[config.mk]
export PLATFORM = sky130hd
export DESIGN_NAME = mspi_master
export DESIGN_NICKNAME = d
export VERILOG_FILES = /design/src/rtl/mspi_pkg.sv /design/src/rtl/baud_gen.sv /design/src/rtl/mspi_master.sv
export VERILOG_INCLUDE_DIRS = /design/src /design/src/rtl
export SDC_FILE = /design/constraint.sdc
export NUM_CORES = 1
export LEC_CHECK = 0
export ABC_AREA = 1
export BUFFER_PORTS_ARGS = -buffer_cell sky130_fd_sc_hd__buf_2
export CAP_MARGIN = 20
export CORE_UTILIZATION = 30
export CTS_CLUSTER_DIAMETER = 40
export DETAILED_ROUTE_END_ITERATION = 8
export PLACE_DENSITY_LB_ADDON = 0.3
export SYNTH_ARGS = -nofsm -noshare
export SYNTH_HDL_FRONTEND = slang
export SYNTH_HIERARCHICAL = 1
export SYNTH_SLANG_ARGS = --single-unit
export TNS_END_PERCENT = 30
[constraint.sdc]
create_clock -name clk -period 8.5 [get_ports clk]
set_input_delay 0.425 -clock clk [delete_from_list [all_inputs] [get_ports clk]]
set_output_delay 0.425 -clock clk [all_outputs]
set_load 0.02 [all_outputs]
[src/rtl/mspi_cfg.svh]
// constants for the master serial engine
`ifndef MSPI_CFG_SVH
`define MSPI_CFG_SVH
`define MSPI_MODE_SEL_SPI 2'h3
`define MSPI_DIV_RESET 12'h000
`define MSPI_FRAME_BITS 4'h8
`define MSPI_CTRL_C_RESET 8'h06
`define MSPI_POS_MODE_HI 7
`define MSPI_POS_MODE_LO 6
`define MSPI_POS_ORDER 2
`define MSPI_POS_PHASE 1
`define MSPI_POS_POLARITY 0
`endif

[src/rtl/mspi_pkg.sv]
// types shared by the master serial engine
package mspi_pkg;
  typedef enum logic [1:0] {
    ST_IDLE = 2'b00,
    ST_LEAD = 2'b01,
    ST_TRAIL = 2'b10
  } xfer_state_e;
endpackage : mspi_pkg

[src/rtl/baud_gen.sv]
// baud tick generator: one tick per half bit period
`timescale 1ns/1ps
`include "mspi_cfg.svh"
module baud_gen #(
  parameter int DIV_W = 12
) (
  input wire logic clk,
  input wire logic rst_b,
  input wire logic reload,
  input wire logic [DIV_W-1:0] divisor,
  output logic tick
);
  logic [DIV_W-1:0] cnt_q;

  // half period count
  // prescaler starts from the zero divisor
  always_ff @(posedge clk or negedge rst_b) begin
    if (!rst_b) begin
      cnt_q <= `MSPI_DIV_RESET;
    end else if (reload || cnt_q == '0) begin
      cnt_q <= divisor;
    end else begin
      cnt_q <= cnt_q - 1'b1;
    end
  end

  assign tick = (cnt_q == '0) && !reload;
endmodule : baud_gen

[src/rtl/mspi_master.sv]
// master-only serial peripheral engine built from the serial port resources
// ----------------------------------------------------------------
// How it works
// mode field 11 selects the common transfer control
// no parity, recovery or async control
// only internal clock, always master
// software sets clock pin as output
// bit rate is clk over 2(div+1)
// polarity and phase pick modes 0-3
// shift and sample on opposite edges
// software keeps mode bits still mid-transfer
// eight bits per frame, idle high after
// one bit order for both directions
// order bit one sends lsb first
// two writes give sixteen bits, one complete
// software enables transmitter with divisor zero
// divisor resets to zero
// low byte write reloads prescaler now
// runs only with transmitter enabled
// enables take over data pins
// data buffer write starts a transfer
// buffer moves to shifter when ready
// overflow drops newest byte
// receive holds two buffered plus shifter
// software reads once per byte sent
// empty and receive complete flags
// error flags always read zero
// software clears complete before each write
// transmit disable waits for empty
// receive disable flushes buffer
// clock idles at polarity level
// ----------------------------------------------------------------
`timescale 1ns/1ps
`include "mspi_cfg.svh"
module mspi_master
  import mspi_pkg::*;
#(
  parameter int DIV_W = 12,
  parameter int DATA_W = 8
) (
  input wire logic clk,
  input wire logic rst_b,
  input wire logic [1:0] mode_select_field,
  input wire logic clock_polarity_bit,
  input wire logic clock_phase_bit,
  input wire logic bit_order_bit,
  input wire logic transmit_enable_bit,
  input wire logic receive_enable_bit,
  input wire logic clock_pin_direction,
  input wire logic [DIV_W-1:0] baud_divisor,
  input wire logic baud_divisor_low_wr,
  input wire logic data_wr,
  input wire logic [DATA_W-1:0] data_wdata,
  input wire logic data_rd,
  input wire logic transmit_complete_clr,
  input wire logic serial_in_pin,
  output logic [DATA_W-1:0] data_rdata,
  output logic buffer_empty_flag,
  output logic receive_complete_flag,
  output logic transmit_complete_flag,
  output logic framing_error_flag,
  output logic overrun_flag,
  output logic parity_error_flag,
  output logic serial_clock_pin,
  output logic serial_clock_oe_b,
  output logic serial_out_pin,
  output logic serial_out_oe_b,
  output logic serial_in_owned
);
  // ----------------------------------------------------------------
  // mode and enables
  // ----------------------------------------------------------------
  xfer_state_e state_q;
  logic tx_on_q;
  logic tick;
  logic [DATA_W-1:0] tx_buf_q;
  logic tx_full_q;
  logic [DATA_W-1:0] shift_q;
  logic [3:0] bit_cnt_q;
  logic rx_bit_q;
  logic sck_q;
  logic sdo_q;
  logic [DATA_W-1:0] rx_mem_q [2];
  logic [1:0] rx_cnt_q;
  logic rd_ptr_q;
  logic sel_spi;
  logic run;
  logic load;
  logic frame_done;
  logic push;
  logic pop;
  logic [DATA_W-1:0] rx_byte;
  logic sample_lead;

  // mode select gates the engine
  assign sel_spi = (mode_select_field == `MSPI_MODE_SEL_SPI);
  // engine needs the transmitter
  // clock made internally; a clock pin set as input keeps a new transfer from loading, a running frame still finishes
  assign run = sel_spi && tx_on_q && clock_pin_direction;

  // disable waits for shifter and buffer to drain
  always_ff @(posedge clk or negedge rst_b) begin
    if (!rst_b) begin
      tx_on_q <= 1'b0;
    end else if (transmit_enable_bit) begin
      tx_on_q <= 1'b1;
    end else if (!tx_full_q && state_q == ST_IDLE) begin
      tx_on_q <= 1'b0;
    end
  end

  // ----------------------------------------------------------------
  // baud generator
  // ----------------------------------------------------------------
  // low byte write reloads the prescaler
  baud_gen #(.DIV_W(DIV_W)) u_baud (
    .clk(clk),
    .rst_b(rst_b),
    .reload(baud_divisor_low_wr),
    .divisor(baud_divisor),
    .tick(tick)
  );

  // ----------------------------------------------------------------
  // transmit buffer
  // ----------------------------------------------------------------
  // buffered byte moves to the shifter as soon as it is free
  assign load = run && tx_full_q && state_q == ST_IDLE;

  // a data write queues a transfer
  always_ff @(posedge clk or negedge rst_b) begin
    if (!rst_b) begin
      tx_full_q <= 1'b0;
      tx_buf_q <= '0;
    end else if (data_wr && sel_spi && (transmit_enable_bit || tx_on_q)) begin
      tx_full_q <= 1'b1;
      tx_buf_q <= data_wdata;
    end else if (load) begin
      tx_full_q <= 1'b0;
    end
  end

  // ----------------------------------------------------------------
  // shift engine
  // ----------------------------------------------------------------
  // leading edge samples when phase is zero (modes 0 and 2)
  assign sample_lead = !clock_phase_bit;
  // frame ends after eight trailing edges
  assign frame_done = tick && state_q == ST_TRAIL && bit_cnt_q == `MSPI_FRAME_BITS - 4'h1;

  // order bit picks the outgoing end of the shifter
  function automatic logic out_bit(input logic [DATA_W-1:0] v, input logic lsb);
    out_bit = lsb ? v[0] : v[DATA_W-1];
  endfunction : out_bit

  // one shifter serves both directions with one order
  function automatic logic [DATA_W-1:0] shift_in(input logic [DATA_W-1:0] v,
                                                 input logic b, input logic lsb);
    shift_in = lsb ? {b, v[DATA_W-1:1]} : {v[DATA_W-2:0], b};
  endfunction : shift_in

  // setup on one edge, sample on the other
  // polarity and phase choose edge roles
  always_ff @(posedge clk or negedge rst_b) begin
    if (!rst_b) begin
      state_q <= ST_IDLE;
      shift_q <= '0;
      bit_cnt_q <= '0;
      rx_bit_q <= 1'b0;
      sck_q <= 1'b0;
      sdo_q <= 1'b1;
    end else begin
      case (state_q)
        ST_IDLE: begin
          // clock rests at its polarity level
          sck_q <= clock_polarity_bit;
          if (load) begin
            shift_q <= tx_buf_q;
            bit_cnt_q <= '0;
            sdo_q <= out_bit(tx_buf_q, bit_order_bit);
            state_q <= ST_LEAD;
          end else begin
            // line idles high between frames
            sdo_q <= 1'b1;
          end
        end
        ST_LEAD: begin
          if (tick) begin
            sck_q <= !clock_polarity_bit;
            if (sample_lead) begin
              rx_bit_q <= serial_in_pin;
            end else if (bit_cnt_q != '0) begin
              shift_q <= shift_in(shift_q, rx_bit_q, bit_order_bit);
              sdo_q <= out_bit(shift_in(shift_q, rx_bit_q, bit_order_bit), bit_order_bit);
            end
            state_q <= ST_TRAIL;
          end
        end
        ST_TRAIL: begin
          if (tick) begin
            sck_q <= clock_polarity_bit;
            if (sample_lead) begin
              shift_q <= shift_in(shift_q, rx_bit_q, bit_order_bit);
              sdo_q <= out_bit(shift_in(shift_q, rx_bit_q, bit_order_bit), bit_order_bit);
            end else begin
              rx_bit_q <= serial_in_pin;
              if (bit_cnt_q == `MSPI_FRAME_BITS - 4'h1) begin
                shift_q <= shift_in(shift_q, serial_in_pin, bit_order_bit);
              end
            end
            bit_cnt_q <= bit_cnt_q + 4'h1;
            state_q <= frame_done ? ST_IDLE : ST_LEAD;
          end
        end
        default: begin
          state_q <= ST_IDLE;
        end
      endcase
    end
  end

  // ----------------------------------------------------------------
  // transmit complete
  // ----------------------------------------------------------------
  // complete only when nothing more is queued; set wins over clear
  always_ff @(posedge clk or negedge rst_b) begin
    if (!rst_b) begin
      transmit_complete_flag <= 1'b0;
    end else if (frame_done && !tx_full_q) begin
      transmit_complete_flag <= 1'b1;
    end else if (transmit_complete_clr) begin
      transmit_complete_flag <= 1'b0;
    end
  end

  // ----------------------------------------------------------------
  // receive buffer
  // ----------------------------------------------------------------
  // mode 1 and 3 take the final bit straight from the pin
  assign rx_byte = sample_lead ? shift_in(shift_q, rx_bit_q, bit_order_bit)
                               : shift_in(shift_q, serial_in_pin, bit_order_bit);
  assign pop = data_rd && rx_cnt_q != 2'h0;
  // a full buffer drops the newest byte
  // two buffered entries; the shifter is the third
  assign push = frame_done && receive_enable_bit && (rx_cnt_q != 2'h2 || pop);

  // receive disable flushes the buffer
  always_ff @(posedge clk or negedge rst_b) begin
    if (!rst_b) begin
      rx_cnt_q <= 2'h0;
      rd_ptr_q <= 1'b0;
    end else if (!receive_enable_bit) begin
      rx_cnt_q <= 2'h0;
      rd_ptr_q <= 1'b0;
    end else begin
      rx_cnt_q <= rx_cnt_q + {1'b0, push} - {1'b0, pop};
      if (pop) begin
        rd_ptr_q <= !rd_ptr_q;
      end
    end
  end

  for (genvar i = 0; i < 2; i++) begin : g_rx
    always_ff @(posedge clk or negedge rst_b) begin
      if (!rst_b) begin
        rx_mem_q[i] <= '0;
      // slot follows the read pointer as it stands after this cycle's pop
      end else if (push && (rd_ptr_q ^ pop ^ (rx_cnt_q - {1'b0, pop} != 2'h0)) == 1'(i)) begin
        rx_mem_q[i] <= rx_byte;
      end
    end
  end

  // flags report buffer state
  always_ff @(posedge clk or negedge rst_b) begin
    if (!rst_b) begin
      data_rdata <= '0;
      receive_complete_flag <= 1'b0;
      buffer_empty_flag <= 1'b1;
    end else begin
      data_rdata <= rx_mem_q[rd_ptr_q];
      receive_complete_flag <= receive_enable_bit && rx_cnt_q != 2'h0;
      buffer_empty_flag <= !tx_full_q;
    end
  end

  // ----------------------------------------------------------------
  // pins and error flags
  // ----------------------------------------------------------------
  // clock and data pins come straight from the engine flops so that the
  // input is sampled on the same cycle as the edge seen on the pin
  assign serial_clock_pin = sck_q;
  assign serial_out_pin = sdo_q;

  // enables take over the data pins
  // error flags stay clear with no parity or recovery
  // error flags tied low
  always_ff @(posedge clk or negedge rst_b) begin
    if (!rst_b) begin
      serial_clock_oe_b <= 1'b1;
      serial_out_oe_b <= 1'b1;
      serial_in_owned <= 1'b0;
      framing_error_flag <= 1'b0;
      overrun_flag <= 1'b0;
      parity_error_flag <= 1'b0;
    end else begin
      serial_clock_oe_b <= !(sel_spi && clock_pin_direction);
      serial_out_oe_b <= !(sel_spi && tx_on_q);
      serial_in_owned <= sel_spi && receive_enable_bit;
      framing_error_flag <= 1'b0;
      overrun_flag <= 1'b0;
      parity_error_flag <= 1'b0;
    end
  end

  // ----------------------------------------------------------------
  // checks
  // ----------------------------------------------------------------
  AST_IDLE_CLOCK: assert property (@(posedge clk) disable iff (!rst_b)
    state_q == ST_IDLE |=> sck_q == $past(clock_polarity_bit))
    else $error("clock left idle level");
  AST_NO_RUN: assert property (@(posedge clk) disable iff (!rst_b)
    !sel_spi |-> state_q == ST_IDLE || $past(sel_spi))
    else $error("transfer started outside spi mode");
  AST_LOAD: assert property (@(posedge clk) disable iff (!rst_b)
    load |=> state_q == ST_LEAD && tx_full_q == $past(data_wr))
    else $error("buffer not moved to shifter");
  AST_ERR_ZERO: assert property (@(posedge clk) disable iff (!rst_b)
    ##1 !(framing_error_flag || overrun_flag || parity_error_flag))
    else $error("error flag set");
  AST_DROP: assert property (@(posedge clk) disable iff (!rst_b)
    frame_done && rx_cnt_q == 2'h2 && !pop && receive_enable_bit |=> rx_cnt_q == 2'h2)
    else $error("overflow changed buffer count");
  AST_FLUSH: assert property (@(posedge clk) disable iff (!rst_b)
    !receive_enable_bit |=> rx_cnt_q == 2'h0)
    else $error("receive buffer not flushed");
  AST_TX_HOLD: assert property (@(posedge clk) disable iff (!rst_b)
    tx_on_q && state_q != ST_IDLE |=> tx_on_q)
    else $error("transmitter dropped mid frame");
  AST_TXC: assert property (@(posedge clk) disable iff (!rst_b)
    frame_done && !tx_full_q |=> transmit_complete_flag)
    else $error("transmit complete missing");
  AST_EDGE: assert property (@(posedge clk) disable iff (!rst_b)
    state_q == ST_LEAD && tick |=> sck_q != clock_polarity_bit)
    else $error("leading edge missing");
endmodule : mspi_master

# ---- Word-level counts from Yosys, hierarchy flattened
# Cells that the tools add are included.
dict set report word_totals {
  register_bits 72
  out_inout_bits 19
  elab_cells 140
}
dict set report classes {
  add_sub_neg 5
  n_lt_le_gt_ge 1
  eq_ne 15
  muxes 49
  n_bitwise 4
  n_reduce_logical 45
}
# cell n
set ops {}
lappend ops {{8-bit two-way mux} 13}
lappend ops {{8-bit case mux with 3 select lines} 1}
lappend ops {{1-bit two-way mux} 23}
lappend ops {{1-bit logical AND} 19}
lappend ops {{2-bit != test (second input constant)} 9}
lappend ops {{2-bit nonzero test} 7}
lappend ops {{12-bit logical NOT} 1}
lappend ops {{12-bit two-way mux} 1}
lappend ops {{12-bit by 1-bit subtractor with 12-bit output (second input constant)} 1}
lappend ops {{3-bit AND reduction} 3}
lappend ops {{2-bit two-way mux} 4}
lappend ops {{4-bit two-way mux} 2}
lappend ops {{4-bit case mux with 2 select lines} 1}
lappend ops {{7-bit AND reduction} 1}
lappend ops {{1-bit logical NOT} 6}
lappend ops {{1-bit case mux with 3 select lines} 2}
lappend ops {{2-bit case mux with 3 select lines} 1}
lappend ops {{6-bit AND reduction} 1}
lappend ops {{5-bit AND reduction} 1}
lappend ops {{4-bit by 1-bit adder with 4-bit output (second input constant)} 1}
lappend ops {{2-bit equality test (second input constant)} 2}
lappend ops {{4-bit by 3-bit equality test with 1-bit output (second input constant)} 1}
lappend ops {{4-bit nonzero test} 1}
lappend ops {{2-bit by 1-bit subtractor with 2-bit output} 2}
lappend ops {{12 further kinds} 15}

# ---- Longest topological paths before layout
# Gate-level depths: netlist of run 1.
dict set report logic_depth {
  ltp_word 9
  depth_mapped 15
  mapped_depth_nobuf 14
}

# ---- Hierarchy
# Netlist of run 1, hierarchy kept.
# module instances cells_each area_per_inst_um2 seq_area_each_um2
set modules_own_cells {}
lappend modules_own_cells {mspi_master 1 368 3011.6 1506.4}
lappend modules_own_cells {baud_gen 1 114 797.0 300.3}

# ---- Worst setup path before layout of run 1
# Ideal clock, no wire load.
dict set report synth_path {
  path_type {register -> register}
  from {register u_baud.cnt_q[0]}
  to {register rx_cnt_q[1]}
  setup_ns 0.118
  arrival_time_ns 2.539
  t_required_ns 8.382
  setup_slack_ns 5.843
  path_stages_with_launch 16
  path_buffers 1
  synth_period_minus_slack_ns 2.657
  path_cell_list {dfrtp_1 > inv_1 > ha_1 > inv_1 > nor2_1 > nand3_1 > nor3_1 > nand3_2 > nor2_4 > buf_6 > inv_1 > ha_1 > inv_1 > ha_1 > xor2_1 > nor2_1}
}
dict set report synth_between {
  elab_chain_cells 9
}
# element line
set synth_rtl {}
lappend synth_rtl {{start, declared} baud_gen.sv:13} ;# logic [DIV_W-1:0] cnt_q;
lappend synth_rtl {{start signal, assigned} baud_gen.sv:19} ;# cnt_q <= `MSPI_DIV_RESET;
lappend synth_rtl {{start signal, assigned} baud_gen.sv:21} ;# cnt_q <= divisor;
lappend synth_rtl {{start signal, assigned} baud_gen.sv:23} ;# cnt_q <= cnt_q - 1'b1;
lappend synth_rtl {{12-bit logical NOT} baud_gen.sv:27} ;# assign tick = (cnt_q == '0) && !reload;
lappend synth_rtl {{1-bit logical AND} baud_gen.sv:27}
lappend synth_rtl {{net tick} mspi_master.sv:75} ;# logic tick;
lappend synth_rtl {{1-bit logical AND (2 in a row)} mspi_master.sv:149} ;# assign frame_done = tick && state_q == ST_TRAIL && bit_cnt_q == `MSPI_FRAME_BITS - 4'h1;
lappend synth_rtl {{1-bit logical AND (2 in a row)} mspi_master.sv:245} ;# assign push = frame_done && receive_enable_bit && (rx_cnt_q != 2'h2 || pop);
lappend synth_rtl {{2-bit by 1-bit adder with 2-bit output} mspi_master.sv:256} ;# rx_cnt_q <= rx_cnt_q + {1'b0, push} - {1'b0, pop};
lappend synth_rtl {{2-bit by 1-bit subtractor with 2-bit output} mspi_master.sv:256}
lappend synth_rtl {{2-bit two-way mux} mspi_master.sv:252} ;# end else if (!receive_enable_bit) begin
lappend synth_rtl {{end signal, assigned} mspi_master.sv:256}
lappend synth_rtl {{end, declared} mspi_master.sv:84} ;# logic [1:0] rx_cnt_q;
# The timed path passes the listed nets, and every way through them passes these cells.
# A chain may end at the register's enable or synchronous reset.

# ---- Final worst setup path of run 1
# Ends and elaborated chain as after synthesis.

==> summary.txt, run 1 <==
GRT
  • GR peak layer: met2
  • Met2 Track Usage GR: 0.2121
  • Initial antenna violation count: 0
  • Vias in the first global route: 2998
  • Largest net degree at the start of global routing: 73
  • GR Layer Usage met1: 0.1893
  • First-pass GRT wire length: 14.21 mm
  • GRT Residual Overflow: 0
  • GR Util met3: 0.02806
  • Total track usage: 0.1396

Route
  • Drt drc: 0
  • Initial DRT Pass Iterations: 4
  • Post-detailed-route count of antenna-violating nets: 0
  • Vias/cell: 4.386
  • Via count: 3101
  • DR WL/cell: 11.50 um
  • Final WL: 8.128 mm
  • Initial DRC count: 166

Synth
  • Synth area leader: dfrtp_1
  • Area share of the largest cell type after synthesis: 0.4468
  • Unique cell type count in the Yosys netlist: 35
  • Syn Inst Count: 482
  • Seq cells post-synth: 72
  • Sequential element share of the synthesized area: 0.4744
  • Synth Flop Type: dfrtp_1
  • Area contributors post-synth: dfrtp_1 (45%), nand2_1 (17%), nand3_1 (5.1%)
  • Post-synthesis async set-or-reset flop share: 1.000
  • Number of flops mapped to enable cells by yosys: 0
  • Yosys warns: 6
  • Syn avg cell area: 7.902 um2
  • Cell Area, Synth: 3809 um2

Hold path
  • Worst Hold Class: in2reg

Floorplan
  • Die height: 114.7 um
  • Die span in x: 114.7 um
  • Initial Util: 0.3119
  • Die area: 13150 um2
  • # IOs: 54
  • Core area: 12210 um2
  • # rows: 40

Setup path
  • Crit-path max cell delay: 0.64 ns
  • Worst Setup Path Type: reg2reg
  • Bufs and invs on worst path: 4
  • CP most frequent cell: inv_1
  • CP Cell Sequence: inv_1, ha_1, inv_1, nor2_1, nand3_1, nor3_1, nand3_2, nor2_4, inv_1, ha_1, inv_1, ha_1, xor2_1, nor2_1
  • Worst Path Max Fanout: 18
  • Slowest-stage cell, CP: nor3_1
  • CP required: 8.76 ns
  • Critical Path AT: 3.33 ns
  • Crit path launch type: register
  • CP endpoint kind: register
  • Largest delay share family, worst path: simple AND/OR/NAND/NOR gates

Clock tree
  • # hold bufs at CTS: 0
  • Num CTS Buffers: 9
  • Resized cells post-CTS: 0
  • Clock Latency Late Sink: 0.33 ns
  • CTS tree: built
  • CTS clk-pin slew, worst paths: 0.05 ns
  • Root Buffer: clkbuf_16
  • # H-tree levels: 3
  • Sink Count: 72
  • Post CTS Setup Buffer Count: 0
  • Longest Clk Path Bufs: 2

Timing
  • # setup viols final: 0
  • Setup TNS: 0 ns
  • Final slew viol count: 0
  • Hold_ws: 0.2988 ns
  • Post-route clock period utilization: 0.3615
  • Hold Vio Cnt, Final: 0
  • Relative slew slack: 0.3936
  • Final WS setup: 5.427 ns
  • Period minus WS final: 3.073 ns
  • Fmax: 325.4 MHz
  • Worst-margin pin slew: 0.9096 ns
  • Worst Skew: 0.008431 ns
  • RSZ-0062 raised after global routing: false

Power and ir drop
  • Leakage: 2.352 nW
  • PD cells: 253.7 nW/um2
  • Maximum vdd ir drop: 0.09967 mV
  • Total power: 0.001133 W

Flow run
  • Max Cap Violations: 0

Place
  • Dpl ws: 5.452 ns
  • Number of I/O port buffers: 50
  • Placed insts: 691
  • DP Wirelength: 5.985 mm
  • RePlAce Congestion: 0.8051

Finish
  • N_diodes: 0
  • Fraction of layout cells with a size suffix above 1: 0.1911
  • Final #Nets: 580
  • Synth-to-layout area growth: 17.21%
  • Post-route insts no fill: 707

Status
  • Outcome: completed
-- routing by layer --
metal  wire, um  share of wire
met4        159          0.020
met1       4067           0.50
met2       3560           0.44
met3        341          0.042
met5          0              0
-- power by group --
part	total [W]	leakage (nW)	internal, W	switching [W]
sequential	0.000432	0.928	0.000397	0.0000348
clock	0.000347	0.133	0.000198	0.000148
combinational	0.000354	1.29	0.000115	0.000239
total	0.00113	2.35	0.000711	0.000422
-- flip-flops by register name, indices dropped and copies added (netlist names), 2 cells and up --
signal	count
rx_mem_q	16
u_baud/cnt_q	12
data_rdata	8
shift_q	8
tx_buf_q	8
bit_cnt_q	4
rx_cnt_q	2
state_q	2
-- placed cells by master (no fill, tap or decap), types with 2 or more instances in the layout --
| cell | count |
|---|---|
| nand3_1 | 39 |
| xor2_1 | 6 |
| inv_1 | 46 |
| nand3_2 | 5 |
| xnor2_1 | 3 |
| clkinv_4 | 2 |
| ha_1 | 11 |
| nor3_1 | 2 |
| clkinv_2 | 2 |
| o21ai_0 | 34 |
| o21ai_2 | 3 |
| nor2_4 | 5 |
| nor2_2 | 7 |
| dfrtp_1 | 68 |
| nor2_1 | 32 |
| a21oi_1 | 9 |
| nand2_2 | 6 |
| conb_1 | 3 |
| nand2_1 | 174 |
| inv_2 | 3 |
| dfstp_2 | 4 |
| buf_2 | 50 |
| clkbuf_16 | 9 |
-- path summary, 6_finish.rpt --
check,startpoint,slack (ns),depth (start not counted),endpoint
worst min-delay path,baud_divisor[5],0.30,3,u_baud/cnt_q[5]$_DFF_PN0_
worst min register to register,tx_full_q$_DFFE_PN0P_,0.46,1,buffer_empty_flag$_DFF_PN1_
worst max register to register,u_baud/cnt_q[0]$_DFF_PN0_,5.43,14,rx_cnt_q[1]$_DFF_PN0_
max in group asynchronous,rst_b,7.60,2,rx_cnt_q[1]$_DFF_PN0_
min in group asynchronous,rst_b,0.32,2,state_q[0]$_DFFE_PN0P_
worst max-delay path,u_baud/cnt_q[0]$_DFF_PN0_,5.43,14,rx_cnt_q[1]$_DFF_PN0_
-- final cells by class --
class	instances	area (um2)
Fill cell	1307	7747
Sequential cell	72	1807
Multi-Input combinational cell	350	1729
Timing Repair Buffer	51	257.7
Clock buffer	10	229.0
Tap cell	168	210.2
Inverter	50	187.7
Clock inverter	6	43.79
-- per-stage QoR --
stage / area, um2 / util
after floorplan: 3816 / -
after global placement: 4192 / 0.3432
after detailed placement: 4192 / 0.3432
after CTS: 4464 / 0.3656
after global routing: 4464 / 0.3656
final: 4464 / 0.3656
-- cells by family (layout without fill, tap and decap cells) --
family,count (synthesis),after routing,synth area share
fa+ha+maj,11,11,0.03614
simple gates,274,274,0.3131
buf+inv,62,117,0.07359
other cells,1,3,0.0009846
xor+xnor,9,9,0.02070
compound gates,53,53,0.08114
flops,72,72,0.4744
-- cell usage after synthesis, types with 2 or more instances --
cell type and count:
nand2_1 174, dfrtp_1 68, inv_1 46, nand3_1 39, o21ai_0 34, nor2_1 32, ha_1 11, a21oi_1 9
nor2_2 7, nand2_2 6, xor2_1 6, nand3_2 5, nor2_4 5, buf_4 4, buf_6 4, dfstp_2 4
inv_2 3, o21ai_2 3, xnor2_1 3, buf_2 2, clkbuf_1 2, nor3_1 2
-- worst register-to-register path: stages, from the launching register on --
cell and delay, ns:
dfrtp_1 0.38, inv_1 0.12, ha_1 0.16, inv_1 0.03
nor2_1 0.14, nand3_1 0.10, nor3_1 0.64, nand3_2 0.23
nor2_4 0.38, inv_1 0.09, ha_1 0.28, inv_1 0.04
ha_1 0.18, xor2_1 0.16, nor2_1 0.08
Power figures use the tool's default switching activity.
==> run 2, diff against run 1 <==
Clock period 8.5 ns to 3.05 ns, I/O delays scaled along.
==> summary.txt, run 2 (synthesis results as in run 1) <==
Setup path
  • CP endpoint kind: register (unchanged)
  • Critical Path AT: 2.57 ns (was 3.33 ns)
  • Worst r2r src: u_baud/cnt_q[0]$_DFF_PN0_ (unchanged)
  • Worst Path Max Fanout: 6 (was 18)
  • Crit path launch type: register (unchanged)
  • CP required: 3.31 ns (was 8.76 ns)
  • Reg2reg path depth: 15 (was 14)
  • Critical Path Start: u_baud/cnt_q[0]$_DFF_PN0_ (unchanged)
  • Worst Setup Path Type: reg2reg (unchanged)

Power and ir drop
  • PD cells: 712.8 nW/um2 (was 253.7 nW/um2)
  • Leakage: 2.367 nW (was 2.352 nW)
  • Maximum vdd ir drop: 0.2547 mV (was 0.09967 mV)

GRT
  • First-pass GRT wire length: 13.86 mm (was 14.21 mm)
  • Largest net degree at the start of global routing: 73 (unchanged)
  • Initial antenna violation count: 0 (unchanged)
  • GRT Residual Overflow: 0 (unchanged)
  • Vias in the first global route: 2990 (was 2998)
  • Total track usage: 0.1362 (was 0.1396)

Clock tree
  • Num CTS Buffers: 9 (unchanged)
  • # hold bufs at CTS: 0 (unchanged)
  • # H-tree levels: 3 (unchanged)
  • CTS clk-pin slew, worst paths: 0.06 ns (was 0.05 ns)
  • Clock Latency Late Sink: 0.33 ns (about the same)
  • CTS tree: built (unchanged)
  • Post CTS Setup Buffer Count: 0 (unchanged)
  • Sink Count: 72 (unchanged)
  • Longest Clk Path Bufs: 2 (unchanged)
  • Root Buffer: clkbuf_16 (unchanged)
  • Resized cells post-CTS: 0 (unchanged)

Floorplan
  • Core area: 12210 um2 (unchanged)
  • # rows: 40 (unchanged)
  • Die height: 114.7 um (unchanged)
  • Die area: 13150 um2 (unchanged)
  • Initial Util: 0.3119 (unchanged)
  • # IOs: 54 (unchanged)
  • Die span in x: 114.7 um (unchanged)

Timing
  • # setup viols final: 0 (unchanged)
  • Hold Vio Cnt, Final: 0 (unchanged)
  • Worst-margin pin slew: 0.9221 ns (was 0.9096 ns)
  • Fmax: 432.7 MHz (was 325.4 MHz)
  • Period minus WS final: 2.311 ns (was 3.073 ns)
  • Post-route clock period utilization: 0.7578 (was 0.3615)
  • Final slew viol count: 0 (unchanged)
  • Worst Skew: 0.009523 ns (was 0.008431 ns)
  • RSZ-0062 raised after global routing: false (unchanged)
  • Relative slew slack: 0.3853 (was 0.3936)
  • Setup TNS: 0 ns (unchanged)

Place
  • RePlAce Congestion: 0.8157 (was 0.8051)
  • DP Wirelength: 5.942 mm (was 5.985 mm)
  • Number of I/O port buffers: 50 (unchanged)
  • Placed cell areas: 4207 um2 (was 4192 um2)

Finish
  • Synth-to-layout area growth: 18.04% (was 17.21%)
  • Commonest non-fill, non-tap cell in the layout: nand2_1 (unchanged)
  • Top flop regs: rx_mem_q x16, u_baud/cnt_q x12 (unchanged)
  • Final #Nets: 582 (was 580)
  • Biggest register: rx_mem_q (unchanged)
  • N_diodes: 0 (unchanged)
  • Design area: 4496 um2 (was 4464 um2)
  • Largest register FFs: 16 (unchanged)
  • Fraction of layout cells with a size suffix above 1: 0.1959 (was 0.1911)
  • Most frequent cells in the layout: nand2_1 (174), dfrtp_1 (68), buf_2 (50) (unchanged)
  • Final core occ: 0.3681 (was 0.3656)

Route
  • Post-detailed-route count of antenna-violating nets: 0 (unchanged)
  • Final WL: 8.169 mm (was 8.128 mm)
  • DR WL/cell: 11.52 um (was 11.50 um)
  • Via count: 3115 (was 3101)
  • Drt drc: 0 (unchanged)
  • Vias/cell: 4.394 (was 4.386)
  • Initial DRT Pass Iterations: 4 (unchanged)
  • Initial DRC count: 208 (was 166)

Status
  • Outcome: completed (unchanged)

Hold path
  • Worst Hold Class: in2async (was in2reg)

Flow run
  • Max Cap Violations: 0 (unchanged)
==> run 2: report_power, final <==
part,switching [W],internal [W]
logic,0.000668,0.000321
registers,0.0000932,0.00111
clock network,0.000447,0.000569
total,0.00121,0.00200
==> run 2: per-layer routing <==
layer	track usage	share of wire	vias to the layer above	wire length (um)
met4	0.05022	0.015	0	125
met1	0.1830	0.48	1421	3955
met2	0.2097	0.45	64	3698
li1	-	-	1621	-
met3	0.03653	0.048	9	390
met5	0	0	-	0
==> run 2: final cells by class <==
cell class | instances | area (um2)
Multi-Input combinational cell | 350 | 1729
Inverter | 50 | 187.7
Clock buffer | 9 | 225.2
Timing Repair Buffer | 53 | 272.8
Clock inverter | 7 | 63.81
Sequential cell | 72 | 1807
Fill cell | 1296 | 7716
Tap cell | 168 | 210.2
==> run 2: worst max-delay path, cell delays in order, from the launching register on <==
cell     delay, ns
dfrtp_1       0.39
inv_1         0.12
ha_1          0.15
inv_1         0.04
nor2_1        0.13
nand3_1       0.10
nor3_1        0.15
buf_4         0.18
nand3_2       0.12
nor2_4        0.12
inv_1         0.05
ha_1          0.26
inv_1         0.04
ha_1          0.17
xor2_1        0.15
nor2_1        0.08
==> run 2: through the flow <==
stage	instances	total power, W	hold WS, ns	worst slack (ns)
floorplan	484	0.001982	-0.1431	0.3929
global placement	693	0.002195	0.3562	0.7926
detailed placement	693	0.002204	0.3611	0.7544
CTS	709	0.003236	0.01555	0.7300
global route	709	0.003453	0.01791	0.5867
finish	709	0.003204	0.02064	0.7388
==> run 2: path summary, 6_finish.rpt <==
check,slack [ns],end
setup / recovery,0.74,rx_cnt_q[1]$_DFF_PN0_
hold / removal,0.02,bit_cnt_q[2]$_DFFE_PN0P_
setup reg to reg,0.74,rx_cnt_q[1]$_DFF_PN0_
hold reg to reg,0.44,buffer_empty_flag$_DFF_PN1_
max in group asynchronous,2.41,state_q[1]$_DFFE_PN0P_
min in group clk,0.02,u_baud/cnt_q[3]$_DFF_PN0_
==> run 3, diff against run 2 <==
Clock period 3.05 ns to 1.9 ns, I/O delays scaled along.
==> summary.txt, run 3 (synthesis results as in run 1) <==
Setup path
  • Largest delay share family, worst path: simple AND/OR/NAND/NOR gates (unchanged)
  • Worst r2r src: u_baud/cnt_q[0]$_DFF_PN0_ (unchanged)
  • Worst Setup Path Type: reg2reg (unchanged)
  • Reg2reg path depth: 14 (was 15)
  • R2R Setup Slk: -0.05 ns (was 0.74 ns)
  • Crit-path max cell delay: 0.38 ns (was 0.39 ns)
  • Slowest-stage cell, CP: dfrtp_1 (unchanged)
  • CP Cell Sequence: inv_2, ha_4, inv_2, nor2_4, nand3_2, nor3_4, nand3_2, nor2_4, inv_4, ha_4, inv_2, ha_4, xor2_1, nor2_1 (was inv_1, ha_1, inv_1, nor2_1, nand3_1, nor3_1, buf_4, nand3_2, nor2_4, inv_1, ha_1, inv_1, ha_1, xor2_1, nor2_1)
  • Bufs and invs on worst path: 4 (was 5)
  • CP endpoint kind: register (unchanged)
  • Worst Path Max Fanout: 2 (was 6)
  • CP required: 2.11 ns (was 3.31 ns)
  • Crit path launch type: register (unchanged)
  • Worst R2R End: rx_cnt_q[1]$_DFF_PN0_ (unchanged)
  • Critical Path AT: 2.17 ns (was 2.57 ns)

GRT
  • GRT Residual Overflow: 0 (unchanged)
  • First-pass GRT wire length: 15.51 mm (was 13.86 mm)
  • Largest net degree at the start of global routing: 73 (unchanged)
  • Vias in the first global route: 3236 (was 2990)
  • Initial antenna violation count: 0 (unchanged)
  • Total track usage: 0.1516 (was 0.1362)

Timing
  • RSZ-0062 raised after global routing: true (was false)
  • Worst Skew: 0.009931 ns (was 0.009523 ns)
  • Fmax: 512.5 MHz (was 432.7 MHz)
  • Hold Vio Cnt, Final: 0 (unchanged)
  • Post-route clock period utilization: 1.027 (was 0.7578)
  • Final slew viol count: 0 (unchanged)
  • Final WS setup: -0.05137 ns (was 0.7388 ns)
  • Period minus WS final: 1.951 ns (was 2.311 ns)
  • # setup viols final: 1 (was 0)

Finish
  • Final core occ: 0.4127 (was 0.3681)
  • Synth-to-layout area growth: 32.33% (was 18.04%)
  • Fraction of layout cells with a size suffix above 1: 0.2738 (was 0.1959)
  • Largest register FFs: 16 (unchanged)
  • N_diodes: 0 (unchanged)
  • Biggest register: rx_mem_q (unchanged)
  • Top flop regs: rx_mem_q x16, u_baud/cnt_q x12 (unchanged)
  • Most frequent cells in the layout: nand2_1 (166), dfrtp_1 (68), buf_2 (50) (was nand2_1 (174), dfrtp_1 (68), buf_2 (50))
  • Commonest non-fill, non-tap cell in the layout: nand2_1 (unchanged)
  • Final #Nets: 629 (was 582)

Status
  • Violated checks: negative setup slack
  • Outcome: complete, but fails checks (was completed)

Clock tree
  • CTS tree: built (unchanged)
  • Clock Latency Late Sink: 0.33 ns (about the same)
  • CTS clk-pin slew, worst paths: 0.06 ns (about the same)
  • Sink Count: 72 (unchanged)
  • Root Buffer: clkbuf_16 (unchanged)
  • # H-tree levels: 3 (unchanged)
  • Longest Clk Path Bufs: 2 (unchanged)
  • Num CTS Buffers: 9 (unchanged)

Floorplan
  • Die height: 114.7 um (unchanged)
  • Die area: 13150 um2 (unchanged)
  • Initial Util: 0.3119 (unchanged)
  • Core area: 12210 um2 (unchanged)
  • # rows: 40 (unchanged)
  • # IOs: 54 (unchanged)
  • Die span in x: 114.7 um (unchanged)

Route
  • Initial DRT Pass Iterations: 4 (unchanged)
  • Post-detailed-route count of antenna-violating nets: 0 (unchanged)
  • Initial DRC count: 148 (was 208)
  • DR WL/cell: 11.96 um (was 11.52 um)
  • Vias/cell: 4.426 (was 4.394)
  • Drt drc: 0 (unchanged)
  • Via count: 3346 (was 3115)
  • Final WL: 9.044 mm (was 8.169 mm)

Power and ir drop
  • Maximum vdd ir drop: 0.4317 mV (was 0.2547 mV)
  • Combinational power share: 0.382 (was 0.309)
  • Sw power: 0.002090 W (was 0.001208 W)
  • Internal Power: 0.003533 W (was 0.001996 W)
  • Switching share of power: 0.3717 (was 0.3771)
  • PD cells: 1116 nW/um2 (was 712.8 nW/um2)
  • Sequential Power Share: 0.340 (was 0.374)
  • Clk pwr share: 0.278 (was 0.317)
  • Leakage: 2.617 nW (was 2.367 nW)

Hold path
  • Hold Crit Start: data_wdata[3]
  • Hold Crit Depth: 3
  • Worst Hold Class: in2reg (was in2async)
  • Hold Path End: tx_buf_q[3]$_DFFE_PN0P_

Place
  • Number of I/O port buffers: 50 (unchanged)
  • RePlAce Congestion: 0.7996 (was 0.8157)
  • Dpl ws: -0.2025 ns (was 0.7544 ns)
  • DP Wirelength: 6.268 mm (was 5.942 mm)

Flow run
  • Max Cap Violations: 0 (unchanged)
-- run 3: cell type report --
| type | instances | area, um2 |
|---|---|---|
| fill | 1266 | 7172 |
| multi-input combinational | 350 | 1838 |
| sequential | 72 | 1807 |
| timing repair buffer | 100 | 721.9 |
| clock buffer | 10 | 229.0 |
| tap | 168 | 210.2 |
| inverter | 50 | 190.2 |
| clock inverter | 6 | 43.79 |
-- run 3: tightest hold or removal path: cells and delay by family --
family                 cells  cell delay, ns
AOI/OAI and AO/OA          1            0.07
buffers and inverters      2            0.13
-- run 3: worst max path at each step --
stage	to	slack, ns	startpoint	cells after the start
2_1_floorplan	rx_cnt_q[1]$_DFF_PN0_	-0.45	u_baud/cnt_q[0]$_DFF_PN0_	15
3_3_place_gp	rx_cnt_q[1]$_DFF_PN0_	-0.12	u_baud/cnt_q[1]$_DFF_PN0_	14
3_5_place_dp	rx_cnt_q[1]$_DFF_PN0_	-0.20	u_baud/cnt_q[1]$_DFF_PN0_	14
4_1_cts	rx_cnt_q[1]$_DFF_PN0_	-0.07	u_baud/cnt_q[0]$_DFF_PN0_	14
5_1_grt	rx_cnt_q[1]$_DFF_PN0_	-0.19	u_baud/cnt_q[0]$_DFF_PN0_	14
6_report	rx_cnt_q[1]$_DFF_PN0_	-0.05	u_baud/cnt_q[0]$_DFF_PN0_	14
-- run 3: through the flow --
stage               hold slack [ns]  cell area (um2)   TNS, ns  total power (W)  cells
detailed placement           0.1624             4488    -1.829         0.003832    717
global route                0.02008             5040    -3.254         0.006027    756
finish                     0.005657             5040  -0.05137         0.005624    756
floorplan                   -0.2006             3880   -0.8478         0.003196    484
global placement             0.1583             4488   -0.3794         0.003810    717
CTS                       0.0002331             4951  -0.08645         0.005478    753
-- run 3: layer usage --
| layer | track usage | vias to the layer above | share of wire |
|---|---|---|---|
| met5 | 0 | - | 0 |
| met4 | 0.05195 | 0 | 0.011 |
| met3 | 0.02965 | 7 | 0.037 |
| met2 | 0.2388 | 77 | 0.45 |
| met1 | 0.2075 | 1543 | 0.50 |
| li1 | - | 1719 | - |
-- run 3: what timing repair did --
| item | CTS | global route |
|---|---|---|
| cloned | 0 | 1 |
| endpoints found under the setup margin | 28 | 32 |
| buffers inserted | 5 | 2 |
| hold endpoints to repair | 82 | 0 |
| pin swaps | 6 | 4 |
| hold buffers | 15 | 0 |
| resized for setup | 2 | 18 |
-- run 3: power by group through the flow --
| stage | Sequential, W | Clock (W) | Combinational (W) |
|---|---|---|---|
| 2_1_floorplan | 0.00197 | 0 | 0.00123 |
| 3_3_place_gp | 0.00194 | 0 | 0.00187 |
| 3_5_place_dp | 0.00194 | 0 | 0.00189 |
| 4_1_cts | 0.00192 | 0.00161 | 0.00195 |
| 5_1_grt | 0.00195 | 0.00168 | 0.00240 |
| 6_report | 0.00191 | 0.00156 | 0.00215 |
